<file path="src/rtl/wdg_cfg.svh">
`ifndef WDG_CFG_SVH
`define WDG_CFG_SVH

`define WDG_CTRL_ADDR 8'h60
`define WDG_CAUSE_ADDR 8'h54
`define WDG_UNLOCK_CYCLES 3'h4
`define WDG_BASE_CYCLES 21'h00800
`define WDG_PERIOD_MAX 4'h9
`define WDG_CTRL_RESET 8'h00
`define WDG_CAUSE_RESET 5'h01
`define WDG_CAUSE_POR 0
`define WDG_CAUSE_PIN 1
`define WDG_CAUSE_BROWNOUT 2
`define WDG_CAUSE_TIMEOUT 3
`define WDG_CAUSE_SCAN 4

`endif

</file>
<file path="src/rtl/wdg_pkg.sv">
package wdg_pkg;

  typedef enum logic {WDG_LOCKED, WDG_UNLOCKED} wdg_lock_t;

  // Bit order of the control register, bit 7 first.
  typedef struct packed {
    logic irq_flag;
    logic irq_en;
    logic period_hi;
    logic change_en;
    logic rst_en;
    logic [2:0] period_lo;
  } wdg_ctrl_t;

  typedef struct packed {
    logic [2:0] osc_sync;
    logic [1:0] fuse_sync;
    logic irq_flag;
    logic irq_en;
    logic rst_en;
    logic [3:0] period;
    wdg_lock_t lock;
    logic [2:0] win_cnt;
    logic [19:0] count;
    logic [4:0] cause;
    logic rst_pulse;
    logic [7:0] rdata;
  } wdg_state_t;

endpackage : wdg_pkg

</file>
<file path="src/rtl/wdg_top.sv">
`timescale 1ns/1ps
`include "wdg_cfg.svh"
// Function
// - Counter advances on ticks of the separate low-frequency oscillator.
// - The restart command clears the counter; software restarts before time-out.
// - Reset and interrupt enables select stopped, interrupt, reset or combined mode.
// - Programmed always-on fuse forces reset mode: reset enable one, interrupt enable zero.
// - One write with change enable clear updates reset enable and period within four cycles.
// - Time-out sets the interrupt flag when interrupt operation is configured.
// - Flag clears when the vector executes or when one is written to it.
// - Interrupt request needs global enable, interrupt enable and pending flag.
// - In combined mode the vector clears interrupt enable and flag.
// - In combined mode an unserviced second time-out issues a system reset.
// - Scan-chain reset sets status bit 4; power-on or writing zero clears it.
// - Watchdog reset sets status bit 3; power-on or writing zero clears it.
// - Brown-out reset sets status bit 2; power-on or writing zero clears it.
// - External pin reset sets status bit 1; power-on or writing zero clears it.
// - Power-on sets status bit 0; only a written zero clears it.
// - Change enable clears itself four clock cycles after being written.
// - While the watchdog reset flag is set, reset enable reads and acts as one.
// - Period codes give 2048 cycles doubling to 1048576; codes above nine are reserved.
// - A reset-mode time-out gives a one-cycle internal reset pulse.
module wdg_top
  import wdg_pkg::*;
(
  input wire logic sys_clk,
  input wire logic reset_n,
  input wire logic osc_clk,
  input wire logic always_on_fuse,
  input wire logic restart_cmd,
  input wire logic irq_ack,
  input wire logic global_irq_en,
  input wire logic pin_reset_evt,
  input wire logic brownout_reset_evt,
  input wire logic scan_reset_evt,
  input wire logic [7:0] io_addr,
  input wire logic io_wr,
  input wire logic io_rd,
  input wire logic [7:0] io_wdata,
  output logic [7:0] io_rdata,
  output logic irq_req,
  output logic timeout_reset_pulse
);

  ////////////////////////////////////////////////////////////////////////////
  logic [1:0] rst_sync_q;
  logic rst_n;

  always_ff @(posedge sys_clk or negedge reset_n) begin
    if (!reset_n) begin
      rst_sync_q <= 2'h0;
    end else begin
      rst_sync_q <= {rst_sync_q[0], 1'b1};
    end
  end

  assign rst_n = rst_sync_q[1];

  ////////////////////////////////////////////////////////////////////////////
  wdg_state_t s_q;
  wdg_state_t s_d;
  wdg_ctrl_t wr_val;
  wdg_ctrl_t ctrl_rd;
  logic fuse;
  logic tick;
  logic eff_de;
  logic eff_ie;
  logic running;
  logic wr_ctrl;
  logic wr_cause;
  logic timeout;
  logic timeout_rst;
  logic flag_set;
  logic [20:0] limit;

  always_comb begin
    s_d = s_q;
    wr_val = wdg_ctrl_t'(io_wdata);
    wr_ctrl = io_wr && (io_addr == `WDG_CTRL_ADDR);
    wr_cause = io_wr && (io_addr == `WDG_CAUSE_ADDR);
    // The fuse synchroniser is read at its second stage only; the oscillator one at its second and third stages, for edge detection.
    s_d.osc_sync = {s_q.osc_sync[1:0], osc_clk};
    s_d.fuse_sync = {s_q.fuse_sync[0], always_on_fuse};
    fuse = s_q.fuse_sync[1];
    tick = s_q.osc_sync[1] && !s_q.osc_sync[2];
    eff_de = fuse || s_q.rst_en || s_q.cause[`WDG_CAUSE_TIMEOUT];
    eff_ie = !fuse && s_q.irq_en;
    running = eff_de || eff_ie;
    // Reserved codes behave as the longest period rather than wrapping short.
    if (s_q.period > `WDG_PERIOD_MAX) begin
      limit = `WDG_BASE_CYCLES << `WDG_PERIOD_MAX;
    end else begin
      limit = `WDG_BASE_CYCLES << s_q.period;
    end
    timeout = running && tick && ({1'b0, s_q.count} == limit - 21'h000001);

    // Counter.
    if (restart_cmd || !running) begin
      s_d.count = 20'h00000;
    end else if (tick) begin
      if (timeout) begin
        s_d.count = 20'h00000;
      end else begin
        s_d.count = s_q.count + 20'h00001;
      end
    end

    // Time-out action.
    flag_set = timeout && eff_ie && (!eff_de || !s_q.irq_flag);
    timeout_rst = timeout && eff_de && (!eff_ie || s_q.irq_flag);
    s_d.rst_pulse = timeout_rst;

    // Unlock window ages out even if no write arrives.
    if (s_q.lock == WDG_UNLOCKED) begin
      if (s_q.win_cnt > 3'h1) begin
        s_d.win_cnt = s_q.win_cnt - 3'h1;
      end else begin
        s_d.lock = WDG_LOCKED;
        s_d.win_cnt = 3'h0;
      end
    end

    if (irq_ack) begin
      s_d.irq_flag = 1'b0;
      if (eff_de) begin
        s_d.irq_en = 1'b0;
      end
    end

    if (wr_ctrl) begin
      s_d.irq_en = wr_val.irq_en;
      if (wr_val.irq_flag) begin
        s_d.irq_flag = 1'b0;
      end
      if (wr_val.change_en && wr_val.rst_en) begin
        s_d.lock = WDG_UNLOCKED;
        s_d.win_cnt = `WDG_UNLOCK_CYCLES;
        s_d.rst_en = 1'b1;
      end else if ((s_q.lock == WDG_UNLOCKED) && !wr_val.change_en) begin
        s_d.rst_en = wr_val.rst_en;
        s_d.period = {wr_val.period_hi, wr_val.period_lo};
        s_d.lock = WDG_LOCKED;
        s_d.win_cnt = 3'h0;
      end else begin
        s_d.rst_en = s_q.rst_en || wr_val.rst_en;
      end
    end

    // Set wins over any clear in the same cycle.
    if (flag_set) begin
      s_d.irq_flag = 1'b1;
    end
    if (s_q.cause[`WDG_CAUSE_TIMEOUT]) begin
      s_d.rst_en = 1'b1;
    end

    // Reset cause flags: writing zero clears, events set.
    if (wr_cause) begin
      s_d.cause = s_q.cause & io_wdata[4:0];
    end
    if (scan_reset_evt) begin
      s_d.cause[`WDG_CAUSE_SCAN] = 1'b1;
    end
    if (timeout_rst) begin
      s_d.cause[`WDG_CAUSE_TIMEOUT] = 1'b1;
    end
    if (brownout_reset_evt) begin
      s_d.cause[`WDG_CAUSE_BROWNOUT] = 1'b1;
    end
    if (pin_reset_evt) begin
      s_d.cause[`WDG_CAUSE_PIN] = 1'b1;
    end

    ctrl_rd.irq_flag = s_q.irq_flag;
    ctrl_rd.irq_en = eff_ie;
    ctrl_rd.period_hi = s_q.period[3];
    ctrl_rd.change_en = (s_q.lock == WDG_UNLOCKED);
    ctrl_rd.rst_en = eff_de;
    ctrl_rd.period_lo = s_q.period[2:0];
    if (io_rd && (io_addr == `WDG_CTRL_ADDR)) begin
      s_d.rdata = ctrl_rd;
    end else if (io_rd && (io_addr == `WDG_CAUSE_ADDR)) begin
      s_d.rdata = {3'h0, s_q.cause};
    end else if (io_rd) begin
      s_d.rdata = 8'h00;
    end
  end

  // Power-on is this reset; only the power-on cause bit comes up set.
  always_ff @(posedge sys_clk or negedge rst_n) begin
    if (!rst_n) begin
      s_q <= '0;
      s_q.lock <= WDG_LOCKED;
      s_q.cause <= `WDG_CAUSE_RESET;
    end else begin
      s_q <= s_d;
    end
  end

  assign io_rdata = s_q.rdata;
  assign irq_req = global_irq_en && eff_ie && s_q.irq_flag;
  assign timeout_reset_pulse = s_q.rst_pulse;
endmodule : wdg_top

</file>
<file path="config.mk">
export PLATFORM = sky130hd
export DESIGN_NAME = wdg_top
export DESIGN_NICKNAME = d
export VERILOG_FILES = /design/src/rtl/wdg_pkg.sv /design/src/rtl/wdg_top.sv
export VERILOG_INCLUDE_DIRS = /design/src /design/src/rtl
export SDC_FILE = /design/constraint.sdc
export NUM_CORES = 1
export LEC_CHECK = 0
export ABC_AREA = 1
export BUFFER_PORTS_ARGS = -buffer_cell sky130_fd_sc_hd__buf_2
export CAP_MARGIN = 20
export CORE_MARGIN = 2
export CORE_UTILIZATION = 46
export CTS_CLUSTER_DIAMETER = 50
export DETAILED_ROUTE_END_ITERATION = 7
export PLACE_DENSITY = 0.72
export RECOVER_POWER = 100
export SYNTH_ARGS = -nofsm -noshare
export SYNTH_HDL_FRONTEND = slang
export SYNTH_SLANG_ARGS = --single-unit
</file>
<file path="constraint.sdc">
create_clock -name sys_clk -period 2.2 [get_ports sys_clk]
set_clock_uncertainty 0.15 [all_clocks]
set_input_delay 0.22 -clock sys_clk [delete_from_list [all_inputs] [get_ports sys_clk]]
set_output_delay 0.22 -clock sys_clk [all_outputs]
set_load 0.005 [all_outputs]
</file>
==> results of run 1 <==
## repair_timing
action / 4_1_cts / 5_1_grt
buffers inserted: 6 / 0
resized for setup: 12 / 7
gates cloned: 2 / 0
hold buffers: 12 / 0
setup endpoints to repair: 21 / 17
hold endpoints to repair: 13 / 0
pin swaps: 2 / 2
## logic make-up after synthesis
logic type      Yosys count
flops                    52
simple gates            232
other cells               1
xor+xnor                  9
fa+ha+maj                 4
compound gates           48
buf+inv                  71
## per-stage QoR
step | setup slack, ns | cell area [um2]
2_1_floorplan | 0.0889 | 3020
3_3_place_gp | -0.0389 | 3300
3_5_place_dp | -0.0707 | 3300
4_1_cts | -0.000528 | 3640
5_1_grt | -0.151 | 3640
6_report | -0.0340 | 3640
## flip-flops by register name, indices dropped and copies added, names as in the netlist
register             count
ctrl_rd                  6
fuse                     1
io_rdata                 8
rst_sync_q               2
s_d                      3
s_q                     31
timeout_reset_pulse      1
## cells in the final DEF, fill, tap and decap left out, types with 12 or more instances in the layout
master	synthesis	layout
nand3_2	7	12
inv_1	52	51
nor2_1	44	43
dlygate4sd3_1	0	12
buf_4	8	12
o21ai_0	28	26
nand2_1	132	128
nand3_1	27	22
buf_2	2	31
dfrtp_1	51	50
## worst min-delay path, stage by stage
cell,delay [ns]
buf_2,0.10
nand2_1,0.05
nand3_1,0.07
## layer usage
layer  routed length (um)  global-route usage  vias to the layer above
li1                     -                   -                     1426
met1                 3280               0.283                     1298
met2                 3340               0.330                       75
met3                  333              0.0379                       11
met4                  114              0.0678                        0
met5                    0                   0                        -
## where the power goes
part           internal (mW)  switching (mW)
sequential             0.981          0.0189
clock                  0.227           0.316
combinational         0.0725          0.0991
total                   1.28           0.434
## final cells by class
type / instances / area share
multi-input cells: 296 / 0.414
repair buffers: 64 / 0.116
clock buffers: 6 / 0.0199
flip-flops and latches: 52 / 0.358
inverters: 59 / 0.0608
well taps: 77 / 0.0264
clock inverters: 2 / 0.00446
## final timing paths
kind | startpoint | endpoint | cells past startpoint
setup / recovery | ctrl_rd[2] | s_q[26] | 15
hold / removal | io_wdata[3] | s_q[42] | 3
setup reg to reg | ctrl_rd[2] | s_q[26] | 15
hold reg to reg | rst_sync_q[1] | s_d[49] | 0
max in group asynchronous | rst_sync_q[1] | ctrl_rd[7] | 1
min in group asynchronous | rst_sync_q[1] | s_d[49] | 0
==> metrics.md, run 1 <==
| Metric | Value |
|---|---|
| Routed wire per std cell | 12.7 um |
| ANT cells | 0 |
| Worst EP required | roughly 2.3 ns |
| Port-buffer cells | 37 |
| CTS tree | yes |
| FMAX | between 0.4 and 0.5 GHz |
| Area fraction of the dominant cell type after synthesis | 0.423 |
| Final non-filler cell total | 556 |
| Cell Pwr Density | 470 mW/mm2 |
| Critical Path AT | approximately 2.3 ns |
| Core Rows | 29 |
| Post-Place Cells | ~530 |
| Chip Height | about 85 um |
| Max_cap viols | 0 |
| Clock Path Buffers | 2 |
| Yosys synthesis warning count | 0 |
| Mux cell area share after synthesis | 0 |
| Post-Syn Area per Cell | approximately 7.2 um2 |
| Leak | around 1.8 nW |
| DRC | 0 |
| CP Buf/Inv Count | 2 |
| Setup TNS | -0.297 ns |
| Seq/Total Area, Yosys | 0.431 |
| Post-Synthesis Cells | between 400 and 500 |
| Final min period | about 2.2 ns |
| Crit start category | register |
| Asr flop ratio synth | 1.00 |
| Relative slew slack | 0.531 |
| RSZ-0062 raised after global routing | true |
| Status | finished, violations left |
| Tot Pwr | 1.71 mW |
| Worst-Margin Slew | ~0.70 ns |
| Hold WS | approximately 0.023 ns |
| Pre-antenna DRT Iters | 4 |
| CP Class | register to register |
| CTS buffer count | 5 |
| Via count | 2810 |
| Tcrit/Tclk final | 1.02 |
| Starting density of the core | 0.476 |
| Max Slew Vio Count | 0 |
| CP Capture Type | register |
| Post-synthesis xor/xnor area fraction | 0.0261 |
| WL final | between 7000 and 8000 um |
| Post-synth EDFFs | 0 |
| Final core occ | 0.574 |
| Die X | roughly 85 um |
| Register bit count reported by yosys | 52 |
| Synth area leader | dfrtp_1 |
| Num Clock Sinks | between 50 and 60 |
| H-tree levels | 2 |
| Syn nets | approximately 450 |
| R2r setup slk | -0.03 ns |
| Number of global-route vias before repair | roughly 2700 |
| RD Place Congestion | ~0.93 |
| Initial DRC count | 255 |
| Cell Area, Synth | roughly 0.003 mm2 |
| Synth Area in Simple Gates | 0.335 |
| Multi-input logic area | roughly 0.0015 mm2 |
| Layout cell share with drive strength beyond 1 | 0.188 |
| CP max stage delay | roughly 0.42 ns |
| Adder-cell area share of the yosys netlist | 0.0166 |
| DP HPWL | about 5000 um |
| Slowest CP cell | dfrtp_1 |
| Final Net Count | between 500 and 600 |
| Commonest cells post-synth | nand2_1, inv_1, dfrtp_1 |
| Synth top area cells | dfrtp_1, nand2_1, inv_1 |
| Vias per inst | between 5 and 6 |
| Initial antenna violation count | 0 |
| Clock Tree Root | clkbuf_8 |
| GRT Total Usage | 0.206 |
| Failing checks | setup timing |
| Cell variety after synth | 34 |
| Most instantiated library cell after synthesis | nand2_1 |
| Crit path max fanout | 8 |
| Die area | between 0.007 and 0.008 mm2 |
| Register area | 0.00130 mm2 |
| Worst-skew pair later-pin latency | 0.31 ns |
| Wire length of the first global-routing pass | about 12000 um |
| Floorplan Core Area | 0.00635 mm2 |
| Compound-Gate Fraction of Synth Area | 0.0882 |
| Largest family of logic cells by synthesized area | simple AND/OR/NAND/NOR gates |
| Layout area overhead | 20.7% |
| Synth Flop Type | dfrtp_1 |
| Clk slew on worst S/H paths | 0.10 ns |
| Worst setup margin | -0.0340 ns |
| Maximum VDD drop | 0.353 mV |
| Largest net degree at the start of global routing | 30 |
| Global route overflow | 0 |
| Final Hold Viols | 0 |
| # fillers | about 550 |
| Remaining antenna violation count | 0 |
| # setup viols final | 15 |
| Min-delay worst type | input port to register |
| Worst path top cell family by delay | simple AND/OR/NAND/NOR gates |
| Worst path cell trace | nor2_4, nand3_2, ha_4, inv_2, nand2_2, nand3_2, nor2_1, nand2_1, nor2_1, nand2_1, nor2_4, buf_12, nand2_8, nand3_2, nand2_1 |
| Io pins | 38 |
No activity file was read; power rests on OpenSTA's default activity.
==> run 2, diff against run 1 <==
--- a/config.mk
+++ b/config.mk
@@ -7,13 +7,13 @@
 export NUM_CORES = 1
 export LEC_CHECK = 0
 export ABC_AREA = 1
-export BUFFER_PORTS_ARGS = -buffer_cell sky130_fd_sc_hd__buf_2
 export CAP_MARGIN = 20
 export CORE_MARGIN = 2
-export CORE_UTILIZATION = 46
+export CORE_UTILIZATION = 25
 export CTS_CLUSTER_DIAMETER = 50
 export DETAILED_ROUTE_END_ITERATION = 7
-export PLACE_DENSITY = 0.72
+export DONT_BUFFER_PORTS = 1
+export PLACE_DENSITY = 0.44
 export RECOVER_POWER = 100
 export SYNTH_ARGS = -nofsm -noshare
 export SYNTH_HDL_FRONTEND = slang
==> metrics.md, run 2 (synthesis results as in run 1) <==
| Metric | Value |
|---|---|
| CTS buffer count | 5 |
| Worst path cell trace | nor2_4, nand3_2, ha_4, inv_2, nand2_2, nand3_2, nor2_1, nand2_1, nor2_1, nand2_1, nor2_4, nand2_4, nand3_2, nand2_1 |
| Core Rows | 40 |
| Multi-input logic area | between 0.001 and 0.0015 mm2 |
| Initial antenna violation count | 0 |
| Routed wire per std cell | roughly 13 um |
| Global route overflow | 0 |
| Floorplan Core Area | about 0.012 mm2 |
| Die X | roughly 110 um |
| Final core occ | 0.308 |
| RD Place Congestion | approximately 0.74 |
| Leak | approximately 1.7 nW |
| RSZ-0062 raised after global routing | true |
| Register area | ~0.0013 mm2 |
| Worst EP required | 2.23 ns |
| Remaining antenna violation count | 0 |
| Worst path top cell family by delay | simple AND/OR/NAND/NOR gates |
| # fillers | between 1000 and 1500 |
| Clock Tree Root | clkbuf_16 |
| Worst-skew pair later-pin latency | approximately 0.29 ns |
| Cell Pwr Density | 543 mW/mm2 |
| # setup viols final | 17 |
| Most frequent cells in the layout | nand2_1, inv_1, dfrtp_1 |
| Final Net Count | 483 |
| Final Hold Viols | 0 |
| Post-Place Cells | 566 |
| CP Class | register to register |
| Status | finished, violations left |
| Final min period | between 2 and 2.5 ns |
| Failing checks | setup timing |
| Layout cell share with drive strength beyond 1 | 0.131 |
| Wire length of the first global-routing pass | 13300 um |
| Max_cap viols | 0 |
| Min-delay worst type | input port to register |
| Chip Height | approximately 110 um |
| Relative slew slack | 0.444 |
| Die area | roughly 0.013 mm2 |
| Clk slew on worst S/H paths | 0.07 ns |
| Largest net degree at the start of global routing | 32 |
| CP Buf/Inv Count | 1 |
| Area after DPL | 0.00324 mm2 |
| Final non-filler cell total | roughly 600 |
| Most common cell after layout, fill and taps aside | nand2_1 |
| Worst-Margin Slew | about 0.83 ns |
| CP Capture Type | register |
| ANT cells | 0 |
| Layout area overhead | 21.5% |
| Clock Path Buffers | 2 |
| Largest register by flop count | s_q |
| DP HPWL | ~5700 um |
| Vias per inst | between 4 and 5 |
| Max Slew Vio Count | 0 |
| Critical Path AT | 2.32 ns |
| Crit path max fanout | 8 |
| Pre-antenna DRT Iters | 4 |
| DRC | 0 |
| H-tree levels | 2 |
| Initial DRC count | 181 |
| CTS tree | yes |
| Port-buffer cells | 0 |
| Via count | 2714 |
| Io pins | 38 |
| WL final | approximately 8000 um |
| Maximum VDD drop | 0.260 mV |
| Starting density of the core | 0.254 |
| Tcrit/Tclk final | 1.04 |
| CP max stage delay | between 0.4 and 0.5 ns |
| Max reg flops | 31 |
| Worst setup margin | -0.0910 ns |
| FMAX | ~0.44 GHz |
| GRT Total Usage | 0.128 |
| Slowest CP cell | dfrtp_1 |
| Num Clock Sinks | 52 |
| Number of global-route vias before repair | about 2800 |
| Crit start category | register |
| Design Area, Final | 0.00367 mm2 |
## run 2: cell count changes in the layout (fill, tap and decap cells not counted), sizes merged
cell / previous run / this run
buf: 45 / 17
dlygate4sd3: 12 / 19
clkbuf: 13 / 10
clkinv: 5 / 4
clkinvlp: 1 / 0
nand2: 138 / 137
## run 2: stage by stage
step / hold WS (ns) / TNS, ns / total power [mW] / setup WS, ns
floorplan: -0.226 / 0 / 1.12 / 0.0889
global placement: -0.226 / -0.884 / 1.15 / -0.0762
detailed placement: -0.226 / -1.11 / 1.16 / -0.0751
CTS: 0.0592 / -0.575 / 2.03 / -0.0459
global route: 0.0850 / -3.22 / 2.09 / -0.219
finish: 0.0556 / -0.892 / 1.99 / -0.0910
## run 2: repair_timing
action | 4_1_cts | 5_1_grt
hold buffers | 19 | 0
gates cloned | 1 | 0
endpoints found under the hold margin | 17 | 0
buffers inserted | 2 | 3
pin swaps | 2 | 5
resized for setup | 10 | 5
setup endpoints to repair | 21 | 18
## run 2: worst register-to-register path, cell delays in order, from the launching register on
cell,delay [ns]
dfrtp_1,0.41
nor2_4,0.16
nand3_2,0.11
ha_4,0.29
inv_2,0.03
nand2_2,0.05
nand3_2,0.08
nor2_1,0.10
nand2_1,0.07
nor2_1,0.11
nand2_1,0.11
nor2_4,0.20
nand2_4,0.15
nand3_2,0.11
nand2_1,0.06
## run 2: power breakdown
part	switching [mW]	internal, mW
Clock	0.346	0.485
Sequential	0.0190	0.981
Combinational	0.0973	0.0629
Total	0.463	1.53
## run 2: layout make-up
cell class	count	share of cell area
clock buffers	8	0.0426
repair buffers	38	0.0900
multi-input cells	295	0.402
flip-flops and latches	52	0.355
well taps	147	0.0501
inverters	59	0.0604
## run 2: path summary, 6_finish.rpt
| kind | cells after the start | slack [ns] | to | startpoint |
|---|---|---|---|---|
| max in group asynchronous | 1 | 0.39 | io_rdata[0] | rst_sync_q[1] |
| max | 14 | -0.09 | s_q[31] | ctrl_rd[5] |
| min reg2reg | 0 | 0.19 | s_d[48] | rst_sync_q[1] |
| max reg2reg | 14 | -0.09 | s_q[31] | ctrl_rd[5] |
| min | 4 | 0.06 | s_q[42] | io_wdata[4] |
| min in group asynchronous | 0 | 0.19 | s_d[48] | rst_sync_q[1] |
## run 2: per-layer routing
layer  up-vias  share of wire  GRT usage
met4         0          0.015     0.0350
met2        55           0.47      0.218
li1       1366              -          -
met3        11          0.044     0.0308
met5         -              0          0
met1      1282           0.47      0.163
